===== config.mk =====
export PLATFORM = sky130hd
export DESIGN_NAME = pmc_power_mode_control
export DESIGN_NICKNAME = d
export VERILOG_FILES = /design/src/rtl/pmc_pkg.sv /design/src/rtl/pmc_power_mode_control.sv /design/src/rtl/pmc_lost_clock_timer.sv
export SDC_FILE = /design/constraint.sdc
export NUM_CORES = 1
export LEC_CHECK = 0
export ABC_AREA = 0
export BUFFER_PORTS_ARGS = -buffer_cell sky130_fd_sc_hd__buf_2
export CAP_MARGIN = 25
export CORE_MARGIN = 2
export CORE_UTILIZATION = 52
export CTS_CLUSTER_SIZE = 10
export DETAILED_ROUTE_END_ITERATION = 8
export PLACE_DENSITY = 0.79
export SLEW_MARGIN = 15
export SYNTH_ARGS = -nofsm -noshare
export SYNTH_HDL_FRONTEND = slang
export SYNTH_SLANG_ARGS = --single-unit

===== constraint.sdc =====
create_clock -name clk -period 2.42 [get_ports clk]
set_input_delay 0.363 -clock clk [delete_from_list [all_inputs] [get_ports clk]]
set_output_delay 0.363 -clock clk [all_outputs]
set_load 0.02 [all_outputs]

===== src/rtl/pmc_pkg.sv =====
package pmc_pkg;

    // Register location on the special-function bus
    localparam logic [7:0] PMC_POWER_MODE_CONTROL_ADDR = 8'h87;
    localparam logic [7:0] PMC_POWER_MODE_CONTROL_RST  = 8'h00;

    // Field positions in power_mode_control
    localparam int PMC_IDLE_SEL_BIT   = 0;
    localparam int PMC_STOP_SEL_BIT   = 1;
    localparam int PMC_USER_FLAG0_BIT = 2;
    localparam int PMC_USER_FLAG1_BIT = 3;
    localparam int PMC_BAUD_DBL_BIT   = 7;

    // Restart address after any reset sequence
    localparam logic [15:0] PMC_RESET_VECTOR = 16'h0000;

    // Timing: lost clock timeout and the clock period, both in ns
    localparam int PMC_LOST_CLK_TIMEOUT_NS = 100000;
    localparam int PMC_CLK_PERIOD_NS       = 8;
    localparam int PMC_LOST_CLK_CYCLES     = PMC_LOST_CLK_TIMEOUT_NS / PMC_CLK_PERIOD_NS;

    // Length of the core reset pulse in cycles
    localparam int PMC_RESET_SEQ_CYCLES = 4;

    // Mode controller states, one-hot
    typedef enum logic [5:0] {
        PMC_ST_RUN       = 6'h01,
        PMC_ST_IDLE_PEND = 6'h02,
        PMC_ST_IDLE      = 6'h04,
        PMC_ST_STOP_PEND = 6'h08,
        PMC_ST_STOP      = 6'h10,
        PMC_ST_RESET_SEQ = 6'h20
    } pmc_state_t;

endpackage : pmc_pkg


===== src/rtl/pmc_power_mode_control.sv =====
`timescale 1ns/10ps
`default_nettype none

// Summary of operation
// Idle select waits instruction end, stops CPU
// Idle keeps state; peripherals stay clocked
// Only enabled interrupt or reset ends idle
// Interrupt wake clears idle, resumes CPU
// After return, execution continues after setter
// Reset ending idle restarts at 0x0000
// Watchdog keeps counting in idle; expiry resets
// Stop select halts CPU, oscillators, clock
// Only reset ends stop; restart at 0x0000
// Lost clock detector resets stop after 100us
// Software disables detector for long stops
// Software powers down analog before stop
// Idle and stop select read zero
// Bit 7 doubles serial port rate
// Bits 6 to 4 read zero, ignore writes
// Bits 3 and 2 are plain user flags
// Wake uses pending-and-enabled, not priority
module pmc_power_mode_control #(
    parameter int LOST_CLK_CYCLES = pmc_pkg::PMC_LOST_CLK_CYCLES
) (
    input  wire logic        clk,
    input  wire logic        resetn,
    input  wire logic [7:0]  sfr_addr,
    input  wire logic        sfr_wr,
    input  wire logic        sfr_rd,
    input  wire logic [7:0]  sfr_wdata,
    output logic      [7:0]  sfr_rdata_q,
    input  wire logic        instr_done,
    input  wire logic        irq_pending_enabled,
    input  wire logic        ext_reset_pin_n,
    input  wire logic        watchdog_timer_expired,
    input  wire logic        lost_clock_detector_en,
    output logic             cpu_clk_en_q,
    output logic             periph_clk_en_q,
    output logic             osc_en_q,
    output logic             watchdog_timer_clk_en_q,
    output logic             core_reset_q,
    output logic      [15:0] reset_vector_q,
    output logic             idle_wake_q,
    output logic             baud_doubler_q,
    output logic             user_flag_1_q,
    output logic             user_flag_0_q
);
    pmc_pkg::pmc_state_t state_q;
    pmc_pkg::pmc_state_t state_d;

    logic       pin_meta_q;
    logic       pin_sync_n_q;
    logic       idle_sel_q;
    logic       stop_sel_q;
    logic [2:0] seq_cnt_q;
    logic       lost_clk_expired;
    logic       ctrl_wr;
    logic       ctrl_rd;
    logic       reset_evt;

    // Register decode
    assign ctrl_wr = sfr_wr && (sfr_addr == pmc_pkg::PMC_POWER_MODE_CONTROL_ADDR);
    assign ctrl_rd = sfr_rd && (sfr_addr == pmc_pkg::PMC_POWER_MODE_CONTROL_ADDR);

    // Two-flop synchroniser for the reset pin
    always_ff @(posedge clk or negedge resetn) begin
        if (!resetn) begin
            pin_meta_q   <= 1'b1;
            pin_sync_n_q <= 1'b1;
        end else begin
            pin_meta_q   <= ext_reset_pin_n;
            pin_sync_n_q <= pin_meta_q;
        end
    end

    // Armed only in stop with the detector enabled
    pmc_lost_clock_timer #(
        .CYCLES (LOST_CLK_CYCLES)
    ) pmc_lost_clock_timer_inst (
        .clk       (clk),
        .resetn    (resetn),
        .run       ((state_q == pmc_pkg::PMC_ST_STOP) && lost_clock_detector_en),
        .expired_q (lost_clk_expired)
    );

    // Any reset source that ends a low-power mode
    assign reset_evt = !pin_sync_n_q || watchdog_timer_expired || lost_clk_expired;

    // Storage bits; select bits clear on entry or reset
    always_ff @(posedge clk or negedge resetn) begin
        if (!resetn) begin
            baud_doubler_q <= pmc_pkg::PMC_POWER_MODE_CONTROL_RST[pmc_pkg::PMC_BAUD_DBL_BIT];
            user_flag_1_q  <= pmc_pkg::PMC_POWER_MODE_CONTROL_RST[pmc_pkg::PMC_USER_FLAG1_BIT];
            user_flag_0_q  <= pmc_pkg::PMC_POWER_MODE_CONTROL_RST[pmc_pkg::PMC_USER_FLAG0_BIT];
        end else if (reset_evt) begin
            baud_doubler_q <= 1'b0;
            user_flag_1_q  <= 1'b0;
            user_flag_0_q  <= 1'b0;
        end else if (ctrl_wr) begin
            baud_doubler_q <= sfr_wdata[pmc_pkg::PMC_BAUD_DBL_BIT];
            user_flag_1_q  <= sfr_wdata[pmc_pkg::PMC_USER_FLAG1_BIT];
            user_flag_0_q  <= sfr_wdata[pmc_pkg::PMC_USER_FLAG0_BIT];
        end
    end

    // Self-clearing select bits
    always_ff @(posedge clk or negedge resetn) begin
        if (!resetn) begin
            idle_sel_q <= 1'b0;
            stop_sel_q <= 1'b0;
        end else if (reset_evt || state_q != pmc_pkg::PMC_ST_RUN) begin
            idle_sel_q <= 1'b0;
            stop_sel_q <= 1'b0;
        end else if (ctrl_wr) begin
            idle_sel_q <= sfr_wdata[pmc_pkg::PMC_IDLE_SEL_BIT];
            stop_sel_q <= sfr_wdata[pmc_pkg::PMC_STOP_SEL_BIT];
        end
    end

    // Read data: selects and unused bits always zero
    always_ff @(posedge clk or negedge resetn) begin
        if (!resetn) begin
            sfr_rdata_q <= 8'h00;
        end else if (ctrl_rd) begin
            sfr_rdata_q <= {baud_doubler_q, 3'h0, user_flag_1_q, user_flag_0_q, 2'h0};
        end else begin
            sfr_rdata_q <= 8'h00;
        end
    end

    // Mode sequencing
    always_comb begin
        state_d = state_q;
        case (state_q)
            pmc_pkg::PMC_ST_RUN: begin
                if (stop_sel_q) begin
                    state_d = pmc_pkg::PMC_ST_STOP_PEND;
                end else if (idle_sel_q) begin
                    state_d = pmc_pkg::PMC_ST_IDLE_PEND;
                end
            end
            pmc_pkg::PMC_ST_IDLE_PEND: begin
                if (instr_done) begin
                    state_d = pmc_pkg::PMC_ST_IDLE;
                end
            end
            pmc_pkg::PMC_ST_IDLE: begin
                if (irq_pending_enabled) begin
                    state_d = pmc_pkg::PMC_ST_RUN;
                end
            end
            pmc_pkg::PMC_ST_STOP_PEND: begin
                if (instr_done) begin
                    state_d = pmc_pkg::PMC_ST_STOP;
                end
            end
            pmc_pkg::PMC_ST_STOP: begin
                state_d = pmc_pkg::PMC_ST_STOP;
            end
            pmc_pkg::PMC_ST_RESET_SEQ: begin
                if (seq_cnt_q == 3'(pmc_pkg::PMC_RESET_SEQ_CYCLES - 1)) begin
                    state_d = pmc_pkg::PMC_ST_RUN;
                end
            end
            default: begin
                state_d = pmc_pkg::PMC_ST_RESET_SEQ;
            end
        endcase
        if (reset_evt) begin
            state_d = pmc_pkg::PMC_ST_RESET_SEQ;
        end
    end

    // State and reset sequence length
    always_ff @(posedge clk or negedge resetn) begin
        if (!resetn) begin
            state_q   <= pmc_pkg::PMC_ST_RESET_SEQ;
            seq_cnt_q <= 3'h0;
        end else begin
            state_q   <= state_d;
            seq_cnt_q <= (state_d == pmc_pkg::PMC_ST_RESET_SEQ && state_q == state_d)
                         ? seq_cnt_q + 3'h1 : 3'h0;
        end
    end

    // Clock enables and core controls follow the next state
    always_ff @(posedge clk or negedge resetn) begin
        if (!resetn) begin
            cpu_clk_en_q            <= 1'b0;
            periph_clk_en_q         <= 1'b1;
            osc_en_q                <= 1'b1;
            watchdog_timer_clk_en_q <= 1'b1;
            core_reset_q            <= 1'b1;
            reset_vector_q          <= pmc_pkg::PMC_RESET_VECTOR;
            idle_wake_q             <= 1'b0;
        end else begin
            cpu_clk_en_q            <= (state_d == pmc_pkg::PMC_ST_RUN)
                                    || (state_d == pmc_pkg::PMC_ST_IDLE_PEND)
                                    || (state_d == pmc_pkg::PMC_ST_STOP_PEND)
                                    || (state_d == pmc_pkg::PMC_ST_RESET_SEQ);
            periph_clk_en_q         <= (state_d != pmc_pkg::PMC_ST_STOP);
            osc_en_q                <= (state_d != pmc_pkg::PMC_ST_STOP);
            watchdog_timer_clk_en_q <= (state_d != pmc_pkg::PMC_ST_STOP);
            core_reset_q            <= (state_d == pmc_pkg::PMC_ST_RESET_SEQ);
            reset_vector_q          <= pmc_pkg::PMC_RESET_VECTOR;
            idle_wake_q             <= (state_q == pmc_pkg::PMC_ST_IDLE)
                                    && (state_d == pmc_pkg::PMC_ST_RUN);
        end
    end
endmodule : pmc_power_mode_control
`default_nettype wire


===== src/rtl/pmc_lost_clock_timer.sv =====
`timescale 1ns/10ps
`default_nettype none

module pmc_lost_clock_timer #(
    parameter int CYCLES = pmc_pkg::PMC_LOST_CLK_CYCLES
) (
    input  wire logic clk,
    input  wire logic resetn,
    input  wire logic run,
    output logic      expired_q
);
    localparam int W = $clog2(CYCLES + 1);
    localparam logic [W-1:0] LAST = W'(CYCLES - 1);

    logic [W-1:0] count_q;

    // Counts while armed, restarts whenever disarmed
    always_ff @(posedge clk or negedge resetn) begin
        if (!resetn) begin
            count_q   <= '0;
            expired_q <= 1'b0;
        end else if (!run) begin
            count_q   <= '0;
            expired_q <= 1'b0;
        end else if (count_q == LAST) begin
            count_q   <= '0;
            expired_q <= 1'b1;
        end else begin
            count_q   <= count_q + W'(1);
            expired_q <= 1'b0;
        end
    end

endmodule : pmc_lost_clock_timer
`default_nettype wire


* Yosys cells after proc, flatten, opt, wreduce, memory -nomap -nowiden *
Cells that the tools add are included.

operators by class
  $add $sub $neg = 2
  muxes and demuxes = 24
  reductions and logical operators = 14
  equal/unequal tests = 16

operator list
  cell                                                   count
  2-to-1 mux 6 bit                                       7
  case mux 6 bit (6 select lines)                        1
  2-to-1 mux 14 bit                                      2
  adder 14 x 1 -> 14 bit, second input constant          1
  equality test 14 bit, second input constant            1
  equality test 6 x 1 -> 1 bit, second input constant    2
  equality test 6 x 2 -> 1 bit, second input constant    2
  equality test 6 x 4 -> 1 bit, second input constant    2
  equality test 6 bit, second input constant             2
  2-to-1 mux 1 bit                                       12
  equality test 8 bit, second input constant             1
  2-to-1 mux 8 bit                                       1
  equality test 6 x 3 -> 1 bit, second input constant    1
  equality test 6 x 5 -> 1 bit, second input constant    1
  equality test 6 bit                                    1
  logical OR 1 bit                                       6
  inequality test 6 x 1 -> 1 bit, second input constant  1
  inequality test 6 x 5 -> 1 bit, second input constant  1
  logical AND 1 bit                                      5
  nonzero test 2 bit                                     2
  adder 3 x 1 -> 3 bit, second input constant            1
  equality test 3 x 2 -> 1 bit, second input constant    1
  2-to-1 mux 3 bit                                       1
  zero test 1 bit                                        1

word-level totals
  input bits = 25
  flip-flop bits (word level) = 43
  output and inout bits = 33
  logic and storage cells = 72

* Depth between registers and ports, before layout *
Gate-level depths: netlist of the first run.

  depth after elaboration = 8
  gate-level depth with buffers = 7
  gate-level depth less buffers = 6

* Cells and area by module *
Synthesis of the first run repeated with hierarchy kept, for this count alone.

second synthesis, totals
  cell total of the unflattened synthesis = 217
  area total of the unflattened synthesis = 2213.4 µm²

by module, submodules not included
  module                  area an instance (µm²)  cells each  sequential area each (µm²)  times used
  pmc_power_mode_control  1436.4                  146         581.8                       1
  pmc_lost_clock_timer    777.0                   71          375.4                       1

* Least setup slack after synthesis of the first run *
OpenSTA, ideal clock, no wires.

  path kind = register to register
  start = register state_q[5]
  end = register cpu_clk_en_q
  cell stages (with the launch flop) = 7
  buffers on the path = 1
  path slack = 0.581 ns
  clock period less this slack = 1.839 ns
  data required time = 2.281 ns
  arrival time = 1.701 ns
  cell sequence = dfstp_2 -> buf_2 -> nor4_1 -> and3_1 -> o31ai_2 -> inv_2 -> or4_1

on the way
  elaborated cells between the ends (all ways) = 21
  classes of those cells = 10 x eq/ne; 8 x mux; 3 x reduce/logical

RTL lines
  element                                                                              RTL line                                                      text
  start: declaration                                                                   pmc_power_mode_control.sv:48                                  pmc_pkg::pmc_state_t state_q;
  start signal: assignment                                                             pmc_power_mode_control.sv:177                                 state_q <= pmc_pkg::PMC_ST_RESET_SEQ;
  start signal: assignment                                                             pmc_power_mode_control.sv:180                                 state_q <= state_d;
  equality test 6 bit (tied with other cells)                                          pmc_power_mode_control.sv:134                                 case (state_q)
  case mux 6 bit (6 select lines) (*)                                                  pmc_power_mode_control.sv:134
  2-to-1 mux 6 bit (*)                                                                 pmc_power_mode_control.sv:169                                 if (reset_evt) begin
  net state_d[0]                                                                       pmc_power_mode_control.sv:49                                  pmc_pkg::pmc_state_t state_d;
  equality test 6 x 1 -> 1 bit / equality test 6 x 2 -> 1 bit (equally long branches)  pmc_power_mode_control.sv:197, pmc_power_mode_control.sv:198
  logical OR 1 bit                                                                     pmc_power_mode_control.sv:198                                 || (state_d == pmc_pkg::PMC_ST_IDLE_PEND)
  logical OR 1 bit                                                                     pmc_power_mode_control.sv:199                                 || (state_d == pmc_pkg::PMC_ST_STOP_PEND)
  logical OR 1 bit (*)                                                                 pmc_power_mode_control.sv:200                                 || (state_d == pmc_pkg::PMC_ST_RESET_SEQ);
  end signal: assignment                                                               pmc_power_mode_control.sv:197                                 cpu_clk_en_q <= (state_d == pmc_pkg::PMC_ST_RUN)
  end: declaration                                                                     pmc_power_mode_control.sv:37                                  output logic cpu_clk_en_q,

Mark *: on every way through the listed nets, which the timed path passes. The rest lies on a longest branch.
A chain may end at the register's enable or synchronous reset.

* Worst setup path after layout of the first run *
  start = register state_q[3]
  end = register cpu_clk_en_q

The elaborated chain is that of the path after synthesis.

==> load_flow_metrics.sql, run 1 <==
INSERT INTO impl_metrics (metric_group, metric, value, unit) VALUES
('pwr', 'power.static_leakage', '1.093', 'nW'),
('job', 'max_cap_viol_count', '0', ''),
('cells_and_area', 'area_growth_syn_to_layout', '8.279', '%'),
('sta', 'setup-violations-final', '0', ''),
('pwr', 'ir_drop_worst_case_vdd', '342.2', 'µV'),
('cells_and_area', 'finish.utilization', '57.69', '%'),
('detailed_routing', 'dr.first_iter.drc_count', '86', ''),
('global_routing', 'first_global_vias', '1519', ''),
('detailed_routing', 'ant_nets', '0', ''),
('min_path', 'hold_class', 'input port to asynchronous set/reset pin', ''),
('clocking', 'total_number_of_h_tree_levels', '2', ''),
('clocking', 'ctsResizeCount', '0', ''),
('cells_and_area', 'finalNonFillerCells', '297', ''),
('placed_design', 'port_buffers', '33', ''),
('logic_synthesis', 'syn-cell-area', '2116', 'µm²'),
('detailed_routing', 'firstDrtPassIters', '4', ''),
('global_routing', 'grt_start_max_net_pins', '39', ''),
('floorplan', 'io-pin-count', '58', ''),
('logic_synthesis', 'synth.distinct_cells', '50', ''),
('worst_setup_path', 'wp_data_required', '2.57', 'ns'),
('clocking', 'cts_hold_buf', '0', ''),
('sta', 'worst_pin_slew', '0.8084', 'ns'),
('sta', 'setup_total_negative_slack', '0', 'ns'),
('logic_synthesis', 'synthMostInstantiatedCell', 'sky130_fd_sc_hd__nor2_1', ''),
('sta', 'fin_worst_skew', '0.005829', 'ns'),
('cells_and_area', 'final_layout_size_suffix_gt1_share', '24.70', '%'),
('floorplan', 'dieWidth', '67.79', 'µm'),
('worst_setup_path', 'startpoint_type', 'flop', ''),
('logic_synthesis', 'synth_top_area_share', '39.03', '%'),
('logic_synthesis', 'netlist_top_cells_area', 'sky130_fd_sc_hd__dfrtp_1 39%, sky130_fd_sc_hd__buf_4 8.5%, sky130_fd_sc_hd__nor2_1 6.4%, sky130_fd_sc_hd__dfstp_2 6.2%, sky130_fd_sc_hd__xor2_1 3.7%', ''),
('sta', 'post_route_minimum_period', '2.048', 'ns'),
('sta', 'slew_violations', '0', ''),
('detailed_routing', 'average_detailed_routed_wire_length_per_instance', '12.39', 'µm'),
('logic_synthesis', 'synthesis.area_per_instance', '9.795', 'µm²'),
('worst_setup_path', 'timing.critical_path.fanout_max', '14', ''),
('logic_synthesis', 'synthDominantAreaCellType', 'sky130_fd_sc_hd__dfrtp_1', ''),
('detailed_routing', 'vias', '1528', ''),
('floorplan', 'cell_row_count', '23', ''),
('placed_design', 'dp_cells', '289', ''),
('sta', 'relative_slew_margins', '46.10', '%'),
('pwr', 'pwr-share-comb', '16.7', '%'),
('clocking', 'clk_pin_slew_worst_paths', '0.07', 'ns'),
('worst_setup_path', 'critical_path.reg2reg.startpoint', 'state_q[3]', ''),
('clocking', 'worst_skew_pair.late_latency', '0.28', 'ns'),
('sta', 'hold-worst-slack', '0.1700', 'ns'),
('cells_and_area', 'insertedDiodeCount', '0', ''),
('global_routing', 'globalRouteTotalUtil', '18.76', '%'),
('sta', 'finalHoldViolations', '0', ''),
('cells_and_area', 'fin_nets', '274', ''),
('global_routing', 'antenna_violations_before_repair', '0', ''),
('logic_synthesis', 'synth_top_family_by_area', 'simple AND/OR/NAND/NOR gates', ''),
('pwr', 'cellPowerDensity', '596.5', 'nW/µm²'),
('logic_synthesis', 'synth-compound-area-share', '5.381', '%'),
('run_status', 'status', 'completed', ''),
('floorplan', 'core', '3971', 'µm²'),
('logic_synthesis', 'synth.yosys.warnings', '0', ''),
('clocking', 'cts-root-buf', 'sky130_fd_sc_hd__clkbuf_8', ''),
('logic_synthesis', 'ys_dominant_reg_cell', 'sky130_fd_sc_hd__dfrtp_1', ''),
('logic_synthesis', 'number_of_enable_flip_flop_cells_after_synthesis', '0', ''),
('logic_synthesis', 'yosysSeqAreaShare', '45.24', '%'),
('worst_setup_path', 'path_class', 'flop to flop', ''),
('pwr', 'switching_share', '26.64', '%'),
('logic_synthesis', 'multiplexer_area_fraction_after_synthesis', '2.839', '%'),
('worst_setup_path', 'cp_data_arrival_time', '2.20', 'ns'),
('clocking', 'tritoncts.num_buffers', '5', ''),
('logic_synthesis', 'synthAdderAreaFrac', '2.247', '%'),
('pwr', 'power_frac_clock', '31.9', '%'),
('detailed_routing', 'route.detailed.vias_per_inst', '5.145', ''),
('floorplan', 'dieArea', '4595', 'µm²'),
('global_routing', 'grt_first_pass_wirelength', '6520', 'µm'),
('placed_design', 'gp_routability_congestion', '0.7985', '');
[metal layers]
metal  track usage [%]  wire length, µm  vias up
met1             22.42             1547      717
met4             7.250               47        0
met2             32.35             1865       50
met5                 0                0        -
li1                  -                -      757
met3             4.667              220        4
[placed cells by master, fill, tap and decap left out, types with 3 or more instances in the layout]
cell	synthesis	layout
sky130_fd_sc_hd__clkbuf_8	0	6
sky130_fd_sc_hd__xor2_1	9	9
sky130_fd_sc_hd__nor2_1	36	36
sky130_fd_sc_hd__dfstp_2	5	5
sky130_fd_sc_hd__inv_1	6	6
sky130_fd_sc_hd__xnor2_1	4	4
sky130_fd_sc_hd__nand3_1	10	10
sky130_fd_sc_hd__buf_2	4	33
sky130_fd_sc_hd__o21ai_0	4	4
sky130_fd_sc_hd__nand4_1	3	3
sky130_fd_sc_hd__conb_1	1	21
sky130_fd_sc_hd__and3_1	8	8
sky130_fd_sc_hd__ha_1	3	3
sky130_fd_sc_hd__nor3_1	5	5
sky130_fd_sc_hd__mux2i_1	6	6
sky130_fd_sc_hd__nand2_1	11	11
sky130_fd_sc_hd__nor4_1	5	5
sky130_fd_sc_hd__dfrtp_1	33	33
[metrics by stage]
step	power, W	setup WS, ns	instance area (µm²)
after floorplan	0.0009091	0.5806	2191
after global placement	0.0009367	0.4294	2200
after detailed placement	0.0009468	0.3885	2200
after CTS	0.001390	0.3795	2291
after global routing	0.001455	0.2503	2291
final	0.001366	0.3719	2291
[critical path, stage by stage, from the launching register on]
cell and delay [ns]:
sky130_fd_sc_hd__dfrtp_1 0.61, sky130_fd_sc_hd__and2b_1 0.28, sky130_fd_sc_hd__and3_1 0.20, sky130_fd_sc_hd__o31ai_2 0.31
sky130_fd_sc_hd__inv_2 0.06, sky130_fd_sc_hd__or4_1 0.46
[state kept, by name, summed over array words and instances (netlist names)]
register                             count
pmc_lost_clock_timer_inst.count_q       14
state_q                                  6
seq_cnt_q                                3
sfr_rdata_q                              3
baud_doubler_q                           1
core_reset_q                             1
cpu_clk_en_q                             1
idle_sel_q                               1
idle_wake_q                              1
pin_meta_q                               1
pin_sync_n_q                             1
pmc_lost_clock_timer_inst.expired_q      1
stop_sel_q                               1
user_flag_0_q                            1
user_flag_1_q                            1
watchdog_timer_clk_en_q                  1
[power by group through the flow]
stage,registers [W],logic [W],clock network (W)
final,0.000703,0.000228,0.000436
after global routing,0.000710,0.000266,0.000480
after CTS,0.000704,0.000232,0.000454
after detailed placement,0.000716,0.000231,0
after global placement,0.000713,0.000224,0
after floorplan,0.000707,0.000202,0
[cells by family after synthesis]
logic type	count (synthesis)
AO/OA/AOI/OAI	16
flip-flops	38
buffers and inverters	38
other	1
AND/OR/NAND/NOR	100
XOR/XNOR	13
adder cells (fa/ha/maj)	4
multiplexers	6
[final timing paths]
check,end,cells after the start
setup reg to reg,cpu_clk_en_q,5
setup / recovery,cpu_clk_en_q,5
min in group clk,pin_meta_q,1
max in group asynchronous,seq_cnt_q[0],1
hold reg to reg,pin_sync_n_q,0
hold / removal,sfr_rdata_q[2],1
[final cells by class]
| type | instances | area (µm²) |
|---|---|---|
| inverter | 7 | 26.28 |
| sequential | 38 | 957.2 |
| timing repair buffer | 34 | 172.7 |
| tap | 50 | 62.56 |
| fill | 364 | 1680 |
| multi-input combinational | 160 | 980.9 |
| clock buffer | 7 | 86.33 |
| clock inverter | 1 | 5.005 |
(Power assumes the default switching activity.)
==> inputs of run 2 (changes only) <==
--- a/config.mk
+++ b/config.mk
@@ -5,14 +5,14 @@
 export SDC_FILE = /design/constraint.sdc
 export NUM_CORES = 1
 export LEC_CHECK = 0
-export ABC_AREA = 0
+export ABC_AREA = 1
 export BUFFER_PORTS_ARGS = -buffer_cell sky130_fd_sc_hd__buf_2
 export CAP_MARGIN = 25
 export CORE_MARGIN = 2
-export CORE_UTILIZATION = 52
+export CORE_UTILIZATION = 47
 export CTS_CLUSTER_SIZE = 10
 export DETAILED_ROUTE_END_ITERATION = 8
-export PLACE_DENSITY = 0.79
+export PLACE_DENSITY = 0.76
 export SLEW_MARGIN = 15
 export SYNTH_ARGS = -nofsm -noshare
 export SYNTH_HDL_FRONTEND = slang
==> constraint.sdc (replaced) <==
create_clock -name clk -period 1.85 [get_ports clk]
set_input_delay 0.2775 -clock clk [delete_from_list [all_inputs] [get_ports clk]]
set_output_delay 0.2775 -clock clk [all_outputs]
set_load 0.02 [all_outputs]
==> load_flow_metrics.sql, run 2 <==
INSERT INTO impl_metrics (metric_group, metric, value, unit) VALUES
('pwr', 'power.static_leakage', '1.257', 'nW'),
('global_routing', 'overflow', '0', ''),
('run_status', 'status', 'completed', ''),
('sta', 'setup_total_negative_slack', '0', 'ns'),
('clocking', 'cts-root-buf', 'sky130_fd_sc_hd__clkbuf_8', ''),
('cells_and_area', 'fin_nets', '333', ''),
('cells_and_area', 'finish.utilization', '54.88', '%'),
('logic_synthesis', 'netlist_top_cells_area', 'sky130_fd_sc_hd__dfrtp_1 38%, sky130_fd_sc_hd__buf_4 8.0%, sky130_fd_sc_hd__nand2_1 7.7%, sky130_fd_sc_hd__nor2_1 6.5%, sky130_fd_sc_hd__inv_1 6.3%', ''),
('sta', 'fin_worst_skew', '0.006873', 'ns'),
('floorplan', 'io-pin-count', '58', ''),
('worst_setup_path', 'critical_path.reg2reg.startpoint', 'state_q[5]', ''),
('worst_setup_path', 'startpoint_type', 'flop', ''),
('sta', 'finalHoldViolations', '0', ''),
('worst_setup_path', 'timing.critical_path.fanout_max', '3', ''),
('logic_synthesis', 'synth_top_area_share', '38.46', '%'),
('sta', 'finalCritPeriodShare', '89.95', '%'),
('cells_and_area', 'area_growth_syn_to_layout', '12.06', '%'),
('sta', 'grt_setup_unrepaired', 'true', ''),
('logic_synthesis', 'synthesis.area_per_instance', '8.102', 'µm²'),
('cells_and_area', 'insertedDiodeCount', '0', ''),
('logic_synthesis', 'yosysSeqAreaShare', '44.58', '%'),
('clocking', 'clk_pin_slew_worst_paths', '0.08', 'ns'),
('placed_design', 'port_buffers', '33', ''),
('sta', 'setup-violations-final', '0', ''),
('worst_setup_path', 'reg2reg_setup_slack', '0.19', 'ns'),
('pwr', 'ir_drop_worst_case_vdd', '413.5', 'µV'),
('worst_setup_path', 'cp_data_arrival_time', '1.87', 'ns'),
('detailed_routing', 'route.detailed.drc', '0', ''),
('logic_synthesis', 'yosys-top-cells-count', '44 x sky130_fd_sc_hd__nand2_1, 37 x sky130_fd_sc_hd__nor2_1, 36 x sky130_fd_sc_hd__inv_1', ''),
('logic_synthesis', 'postSynthRegisterBits', '38', ''),
('floorplan', 'core', '4384', 'µm²'),
('sta', 'maxClockFrequency', '600.9', 'MHz'),
('detailed_routing', 'route.detailed.vias_per_inst', '4.877', ''),
('sta', 'post_route_minimum_period', '1.664', 'ns'),
('sta', 'hold-worst-slack', '0.01149', 'ns'),
('detailed_routing', 'dr.first_iter.drc_count', '65', ''),
('detailed_routing', 'vias', '1746', ''),
('cells_and_area', 'mostFrequentLayoutCells', '44 x sky130_fd_sc_hd__nand2_1, 37 x sky130_fd_sc_hd__nor2_1, 36 x sky130_fd_sc_hd__inv_1', ''),
('logic_synthesis', 'synthMostInstantiatedCell', 'sky130_fd_sc_hd__nand2_1', ''),
('placed_design', 'gp_routability_congestion', '0.8066', ''),
('floorplan', 'fp.dieH', '71.59', 'µm'),
('placed_design', 'detailed_place_hpwl', '2910', 'µm'),
('global_routing', 'first_global_vias', '1534', ''),
('detailed_routing', 'firstDrtPassIters', '4', ''),
('detailed_routing', 'average_detailed_routed_wire_length_per_instance', '10.86', 'µm'),
('global_routing', 'grt_start_max_net_pins', '39', ''),
('worst_setup_path', 'setup.worst_path.end_class', 'flop', ''),
('worst_setup_path', 'wp_data_required', '2.06', 'ns'),
('worst_setup_path', 'worst-r2r-cell-count', '8', ''),
('floorplan', 'cell_row_count', '24', ''),
('sta', 'slew_violations', '0', ''),
('cells_and_area', 'register_with_the_highest_flop_count', 'pmc_lost_clock_timer_inst.count_q', ''),
('clocking', 'clkSinkCount', '38', ''),
('cells_and_area', 'final_layout_size_suffix_gt1_share', '24.18', '%'),
('logic_synthesis', 'synth.distinct_cells', '34', ''),
('worst_setup_path', 'regToRegEndpoint', 'seq_cnt_q[1]', ''),
('logic_synthesis', 'synth_cells', '265', ''),
('cells_and_area', 'largest_register_ffs', '14', ''),
('min_path', 'hold_class', 'input port to asynchronous set/reset pin', ''),
('clocking', 'maximum_buffer_depth_of_the_clock_tree', '2', ''),
('floorplan', 'dieArea', '5125', 'µm²'),
('logic_synthesis', 'synth.yosys.warnings', '0', ''),
('cells_and_area', 'postLayoutCellArea', '2406', 'µm²'),
('global_routing', 'antenna_violations_before_repair', '0', ''),
('logic_synthesis', 'ys_dominant_reg_cell', 'sky130_fd_sc_hd__dfrtp_1', ''),
('clocking', 'tritoncts', 'yes', ''),
('detailed_routing', 'totalWireLength', '3889', 'µm'),
('worst_setup_path', 'path_class', 'flop to flop', ''),
('floorplan', 'dieWidth', '71.59', 'µm'),
('cells_and_area', 'final_common_cell', 'sky130_fd_sc_hd__nand2_1', ''),
('worst_setup_path', 'startpoint', 'state_q[5]', ''),
('clocking', 'worst_skew_pair.late_latency', '0.29', 'ns'),
('clocking', 'tritoncts.num_buffers', '5', ''),
('floorplan', 'start_util', '48.97', '%'),
('global_routing', 'grt_first_pass_wirelength', '6568', 'µm'),
('pwr', 'cellPowerDensity', '770.5', 'nW/µm²'),
('logic_synthesis', 'synthDominantAreaCellType', 'sky130_fd_sc_hd__dfrtp_1', ''),
('placed_design', 'dpl-instance-area', '2301', 'µm²'),
('job', 'max_cap_viol_count', '0', ''),
('cells_and_area', 'reg.largest.list', 'pmc_lost_clock_timer_inst.count_q x14, state_q x6', ''),
('logic_synthesis', 'syn-cell-area', '2147', 'µm²'),
('global_routing', 'globalRouteTotalUtil', '16.34', '%'),
('logic_synthesis', 'synth-async-reset-ratio', '100.0', '%'),
('clocking', 'total_number_of_h_tree_levels', '2', ''),
('detailed_routing', 'ant_nets', '0', ''),
('logic_synthesis', 'number_of_enable_flip_flop_cells_after_synthesis', '0', '');
==> run 2: cell types whose count changed after synthesis, moves of 4 or more <==
cell and change:
sky130_fd_sc_hd__xnor2_1 -4, sky130_fd_sc_hd__nand2_1 +33, sky130_fd_sc_hd__nand4_1 +7, sky130_fd_sc_hd__and3_1 -8, sky130_fd_sc_hd__mux2i_1 -6, sky130_fd_sc_hd__inv_2 +4
sky130_fd_sc_hd__inv_1 +30, sky130_fd_sc_hd__a21oi_1 +5, sky130_fd_sc_hd__xor2_1 -6
==> run 2: critical path, stage by stage (launching register included) <==
cell                      delay (ns)
sky130_fd_sc_hd__dfstp_2        0.58
sky130_fd_sc_hd__inv_1          0.07
sky130_fd_sc_hd__nor2_1         0.15
sky130_fd_sc_hd__nand3_1        0.11
sky130_fd_sc_hd__nor2_1         0.15
sky130_fd_sc_hd__nor2_1         0.07
sky130_fd_sc_hd__nand2_1        0.13
sky130_fd_sc_hd__nand4_2        0.15
sky130_fd_sc_hd__nor3_1         0.17
==> run 2: metrics by stage <==
stage                     power [W]  cells  setup slack (ns)
after global placement     0.001261    350            0.1857
after global routing       0.001961    358         -0.001889
after CTS                  0.001871    358           0.09532
after floorplan            0.001211    285            0.3425
final                      0.001854    358            0.1859
after detailed placement   0.001275    350            0.1195
==> run 2: kinds of logic after synthesis <==
kind of cell	after synthesis	synth area share [%]
buf+inv	68	16.32
simple gates	135	31.53
compound gates	17	4.429
xor+xnor	3	1.224
fa+ha+maj	3	1.748
flops	38	44.58
other cells	1	0.1747
==> run 2: repair_timing <==
item                                    CTS  global route
gates resized for setup                   0             2
setup buffers                             0             0
hold buffers                              0             0
endpoints found under the setup margin    0             3
==> run 2: layout make-up <==
class / count / area (µm²)
clock buffers: 6 / 82.58
repair buffers: 38 / 202.7
fillers: 409 / 1978
well taps: 52 / 65.06
inverters: 43 / 161.4
multi-input cells: 179 / 924.6
clock inverters: 2 / 12.51
flip-flops and latches: 38 / 957.2
==> run 2: per-layer routing <==
layer,vias to the layer above,part of all wire [%],global-route usage (%),routed length [µm]
met5,-,0,0,0
met4,0,1.6,5.660,61
met3,7,5.5,4.079,213
met2,55,47,26.03,1810
met1,811,46,21.88,1803
li1,873,-,-,-
==> run 2: power by group <==
part | total, W | leakage, nW | internal [W] | switching, W
Combinational | 0.000346 | 0.706 | 0.000122 | 0.000223
Clock | 0.000595 | 0.0472 | 0.000300 | 0.000295
Sequential | 0.000914 | 0.503 | 0.000887 | 0.0000263
Total | 0.00185 | 1.26 | 0.00131 | 0.000545
==> run 2: worst max-delay path by stage <==
stage / endpoint / slack [ns] / cells past startpoint
floorplan: pmc_lost_clock_timer_inst.count_q[12] / 0.34 / 8
global placement: pmc_lost_clock_timer_inst.count_q[12] / 0.19 / 8
detailed placement: pmc_lost_clock_timer_inst.count_q[12] / 0.12 / 8
CTS: pmc_lost_clock_timer_inst.count_q[12] / 0.1 / 8
global route: pmc_lost_clock_timer_inst.count_q[12] / -0.002 / 8
finish: seq_cnt_q[1] / 0.19 / 8
==> inputs of run 3 (changes only) <==
--- a/config.mk
+++ b/config.mk
@@ -5,7 +5,6 @@
 export SDC_FILE = /design/constraint.sdc
 export NUM_CORES = 1
 export LEC_CHECK = 0
-export ABC_AREA = 1
 export BUFFER_PORTS_ARGS = -buffer_cell sky130_fd_sc_hd__buf_2
 export CAP_MARGIN = 25
 export CORE_MARGIN = 2
@@ -13,6 +12,7 @@
 export CTS_CLUSTER_SIZE = 10
 export DETAILED_ROUTE_END_ITERATION = 8
 export PLACE_DENSITY = 0.76
+export SKIP_CTS_REPAIR_TIMING = 1
 export SLEW_MARGIN = 15
 export SYNTH_ARGS = -nofsm -noshare
 export SYNTH_HDL_FRONTEND = slang
==> load_flow_metrics.sql, run 3 (synthesis results as in run 1) <==
INSERT INTO impl_metrics (metric_group, metric, value, unit) VALUES
('clocking', 'tritoncts.num_buffers', '5', ''),
('detailed_routing', 'firstDrtPassIters', '4', ''),
('sta', 'grt_setup_unrepaired', 'true', ''),
('job', 'max_cap_viol_count', '0', ''),
('worst_setup_path', 'wp_data_required', '2.07', 'ns'),
('sta', 'finalHoldViolations', '0', ''),
('floorplan', 'core', '4354', 'µm²'),
('pwr', 'pwr-share-comb', '17.6', '%'),
('sta', 'slew_violations', '0', ''),
('clocking', 'clkSinkCount', '38', ''),
('pwr', 'ir_drop_worst_case_vdd', '612.9', 'µV'),
('detailed_routing', 'average_detailed_routed_wire_length_per_instance', '13.59', 'µm'),
('detailed_routing', 'dr.first_iter.drc_count', '103', ''),
('cells_and_area', 'postLayoutCellArea', '2542', 'µm²'),
('sta', 'fin_worst_skew', '0.006470', 'ns'),
('cells_and_area', 'finalNonFillerCells', '318', ''),
('pwr', 'internal_power', '0.001600', 'W'),
('sta', 'worst_setup_slack_final', '-0.03282', 'ns'),
('cells_and_area', 'insertedDiodeCount', '0', ''),
('cells_and_area', 'finish.utilization', '58.39', '%'),
('pwr', 'psw', '0.0005377', 'W'),
('global_routing', 'grt_first_pass_wirelength', '7100', 'µm'),
('pwr', 'power_frac_clock', '39.5', '%'),
('worst_setup_path', 'startpoint_type', 'flop', ''),
('cells_and_area', 'final_layout_size_suffix_gt1_share', '33.08', '%'),
('floorplan', 'dieWidth', '71.10', 'µm'),
('floorplan', 'cell_row_count', '24', ''),
('global_routing', 'globalRouteTotalUtil', '18.08', '%'),
('min_path', 'hold_class', 'input port to asynchronous set/reset pin', ''),
('cells_and_area', 'fill_count', '374', ''),
('global_routing', 'antenna_violations_before_repair', '0', ''),
('pwr', 'switching_share', '25.16', '%'),
('cells_and_area', 'largest_register_ffs', '14', ''),
('global_routing', 'grt_start_max_net_pins', '39', ''),
('run_status', 'failed_checks', 'setup timing', ''),
('sta', 'finalCritPeriodShare', '101.8', '%'),
('clocking', 'maximum_buffer_depth_of_the_clock_tree', '2', ''),
('clocking', 'clk_pin_slew_worst_paths', '0.08', 'ns'),
('sta', 'post_route_minimum_period', '1.883', 'ns'),
('sta', 'setup-violations-final', '3', ''),
('pwr', 'power.share.sequential', '42.9', '%'),
('detailed_routing', 'ant_nets', '0', ''),
('clocking', 'worst_skew_pair.late_latency', '0.29', 'ns'),
('worst_setup_path', 'critical_path.reg2reg.startpoint', 'state_q[1]', ''),
('placed_design', 'detailed_place_hpwl', '3184', 'µm'),
('worst_setup_path', 'regToRegEndpoint', 'seq_cnt_q[1]', ''),
('floorplan', 'dieArea', '5055', 'µm²'),
('placed_design', 'gp_routability_congestion', '0.8230', ''),
('clocking', 'total_number_of_h_tree_levels', '2', ''),
('clocking', 'cts-root-buf', 'sky130_fd_sc_hd__clkbuf_8', ''),
('placed_design', 'dpl-instance-area', '2345', 'µm²'),
('global_routing', 'first_global_vias', '1601', ''),
('placed_design', 'dp_cells', '310', ''),
('sta', 'hold-worst-slack', '0.01769', 'ns'),
('worst_setup_path', 'setup.worst_path.end_class', 'flop', ''),
('worst_setup_path', 'path_class', 'flop to flop', ''),
('detailed_routing', 'vias', '1618', ''),
('cells_and_area', 'mostFrequentLayoutCells', '36 x sky130_fd_sc_hd__nor2_1, 33 x sky130_fd_sc_hd__buf_2, 29 x sky130_fd_sc_hd__dfrtp_1', ''),
('cells_and_area', 'fin_nets', '293', ''),
('detailed_routing', 'route.detailed.vias_per_inst', '5.088', ''),
('pwr', 'cellPowerDensity', '840.7', 'nW/µm²'),
('pwr', 'tot_pwr', '0.002137', 'W'),
('cells_and_area', 'reg.largest.list', 'pmc_lost_clock_timer_inst.count_q x14, state_q x6', ''),
('detailed_routing', 'route.detailed.drc', '0', ''),
('global_routing', 'overflow', '0', ''),
('detailed_routing', 'totalWireLength', '4323', 'µm'),
('floorplan', 'start_util', '48.59', '%'),
('run_status', 'status', 'finished, violations left', ''),
('worst_setup_path', 'timing.critical_path.fanout_max', '8', ''),
('cells_and_area', 'register_with_the_highest_flop_count', 'pmc_lost_clock_timer_inst.count_q', ''),
('clocking', 'tritoncts', 'yes', ''),
('worst_setup_path', 'worst-r2r-cell-count', '5', ''),
('worst_setup_path', 'reg2reg_setup_slack', '-0.03', 'ns'),
('sta', 'maxClockFrequency', '531.1', 'MHz'),
('pwr', 'power.static_leakage', '1.218', 'nW'),
('floorplan', 'io-pin-count', '58', ''),
('floorplan', 'fp.dieH', '71.10', 'µm'),
('cells_and_area', 'final_common_cell', 'sky130_fd_sc_hd__nor2_1', ''),
('worst_setup_path', 'cp_data_arrival_time', '2.10', 'ns'),
('placed_design', 'port_buffers', '33', ''),
('cells_and_area', 'area_growth_syn_to_layout', '20.17', '%');
==> run 3: cell count changes in the layout (fill, tap and decap cells not counted), sizes merged, moves of 5 or more <==
cell / delta
inv: -34
a21oi: -5
nand2: -37
xor2: +6
buf: +15
nor2: -5
and3: +8
nand3: -6
nand4: -9
mux2i: +6
==> run 3: routing by layer <==
metal	global-route usage (%)	routed length, µm	vias up
met4	8.386	126	0
met1	20.02	1740	770
met2	32.81	2276	42
met3	3.989	180	11
li1	-	-	795
met5	0	0	-
==> run 3: layout make-up <==
class	instances	area, µm²	share of cell area (%)
Tap cell	52	65.06	2.559
Clock buffer	5	68.82	2.707
Inverter	7	26.28	1.033
Clock inverter	3	68.82	2.707
Timing Repair Buffer	53	319.1	12.55
Multi-Input combinational cell	160	1032	40.60
Sequential cell	38	962.2	37.84
==> run 3: worst max-delay path: stages (launching register included) <==
cell	delay, ns
sky130_fd_sc_hd__dfrtp_2	0.47
sky130_fd_sc_hd__or4b_4	0.59
sky130_fd_sc_hd__nor4_4	0.21
sky130_fd_sc_hd__a21bo_2	0.21
sky130_fd_sc_hd__nand4_4	0.13
sky130_fd_sc_hd__nor3b_2	0.20
==> run 3: stage by stage <==
step	worst slack [ns]	TNS, ns
after global placement	-0.02863	-0.1011
after CTS	-0.1302	-0.2554
after global routing	-0.1386	-0.3822
final	-0.03282	-0.06794
after floorplan	0.01060	0
after detailed placement	-0.05663	-0.1448
==> run 3: worst max path at each step <==
stage              endpoint  cells after the start        from
6_report       seq_cnt_q[1]                      5  state_q[1]
5_1_grt        seq_cnt_q[1]                      6  state_q[2]
4_1_cts        cpu_clk_en_q                      6  state_q[3]
3_5_place_dp   cpu_clk_en_q                      6  state_q[3]
3_3_place_gp   cpu_clk_en_q                      6  state_q[3]
2_1_floorplan  cpu_clk_en_q                      6  state_q[5]
==> run 3: power groups by stage <==
stage	Sequential (W)	Clock (W)	Combinational (W)
after global placement	0.000929	0	0.000334
after CTS	0.000915	0.000862	0.000352
final	0.000917	0.000844	0.000376
after detailed placement	0.000931	0	0.000349
after global routing	0.000923	0.000890	0.000429
after floorplan	0.000924	0	0.000265
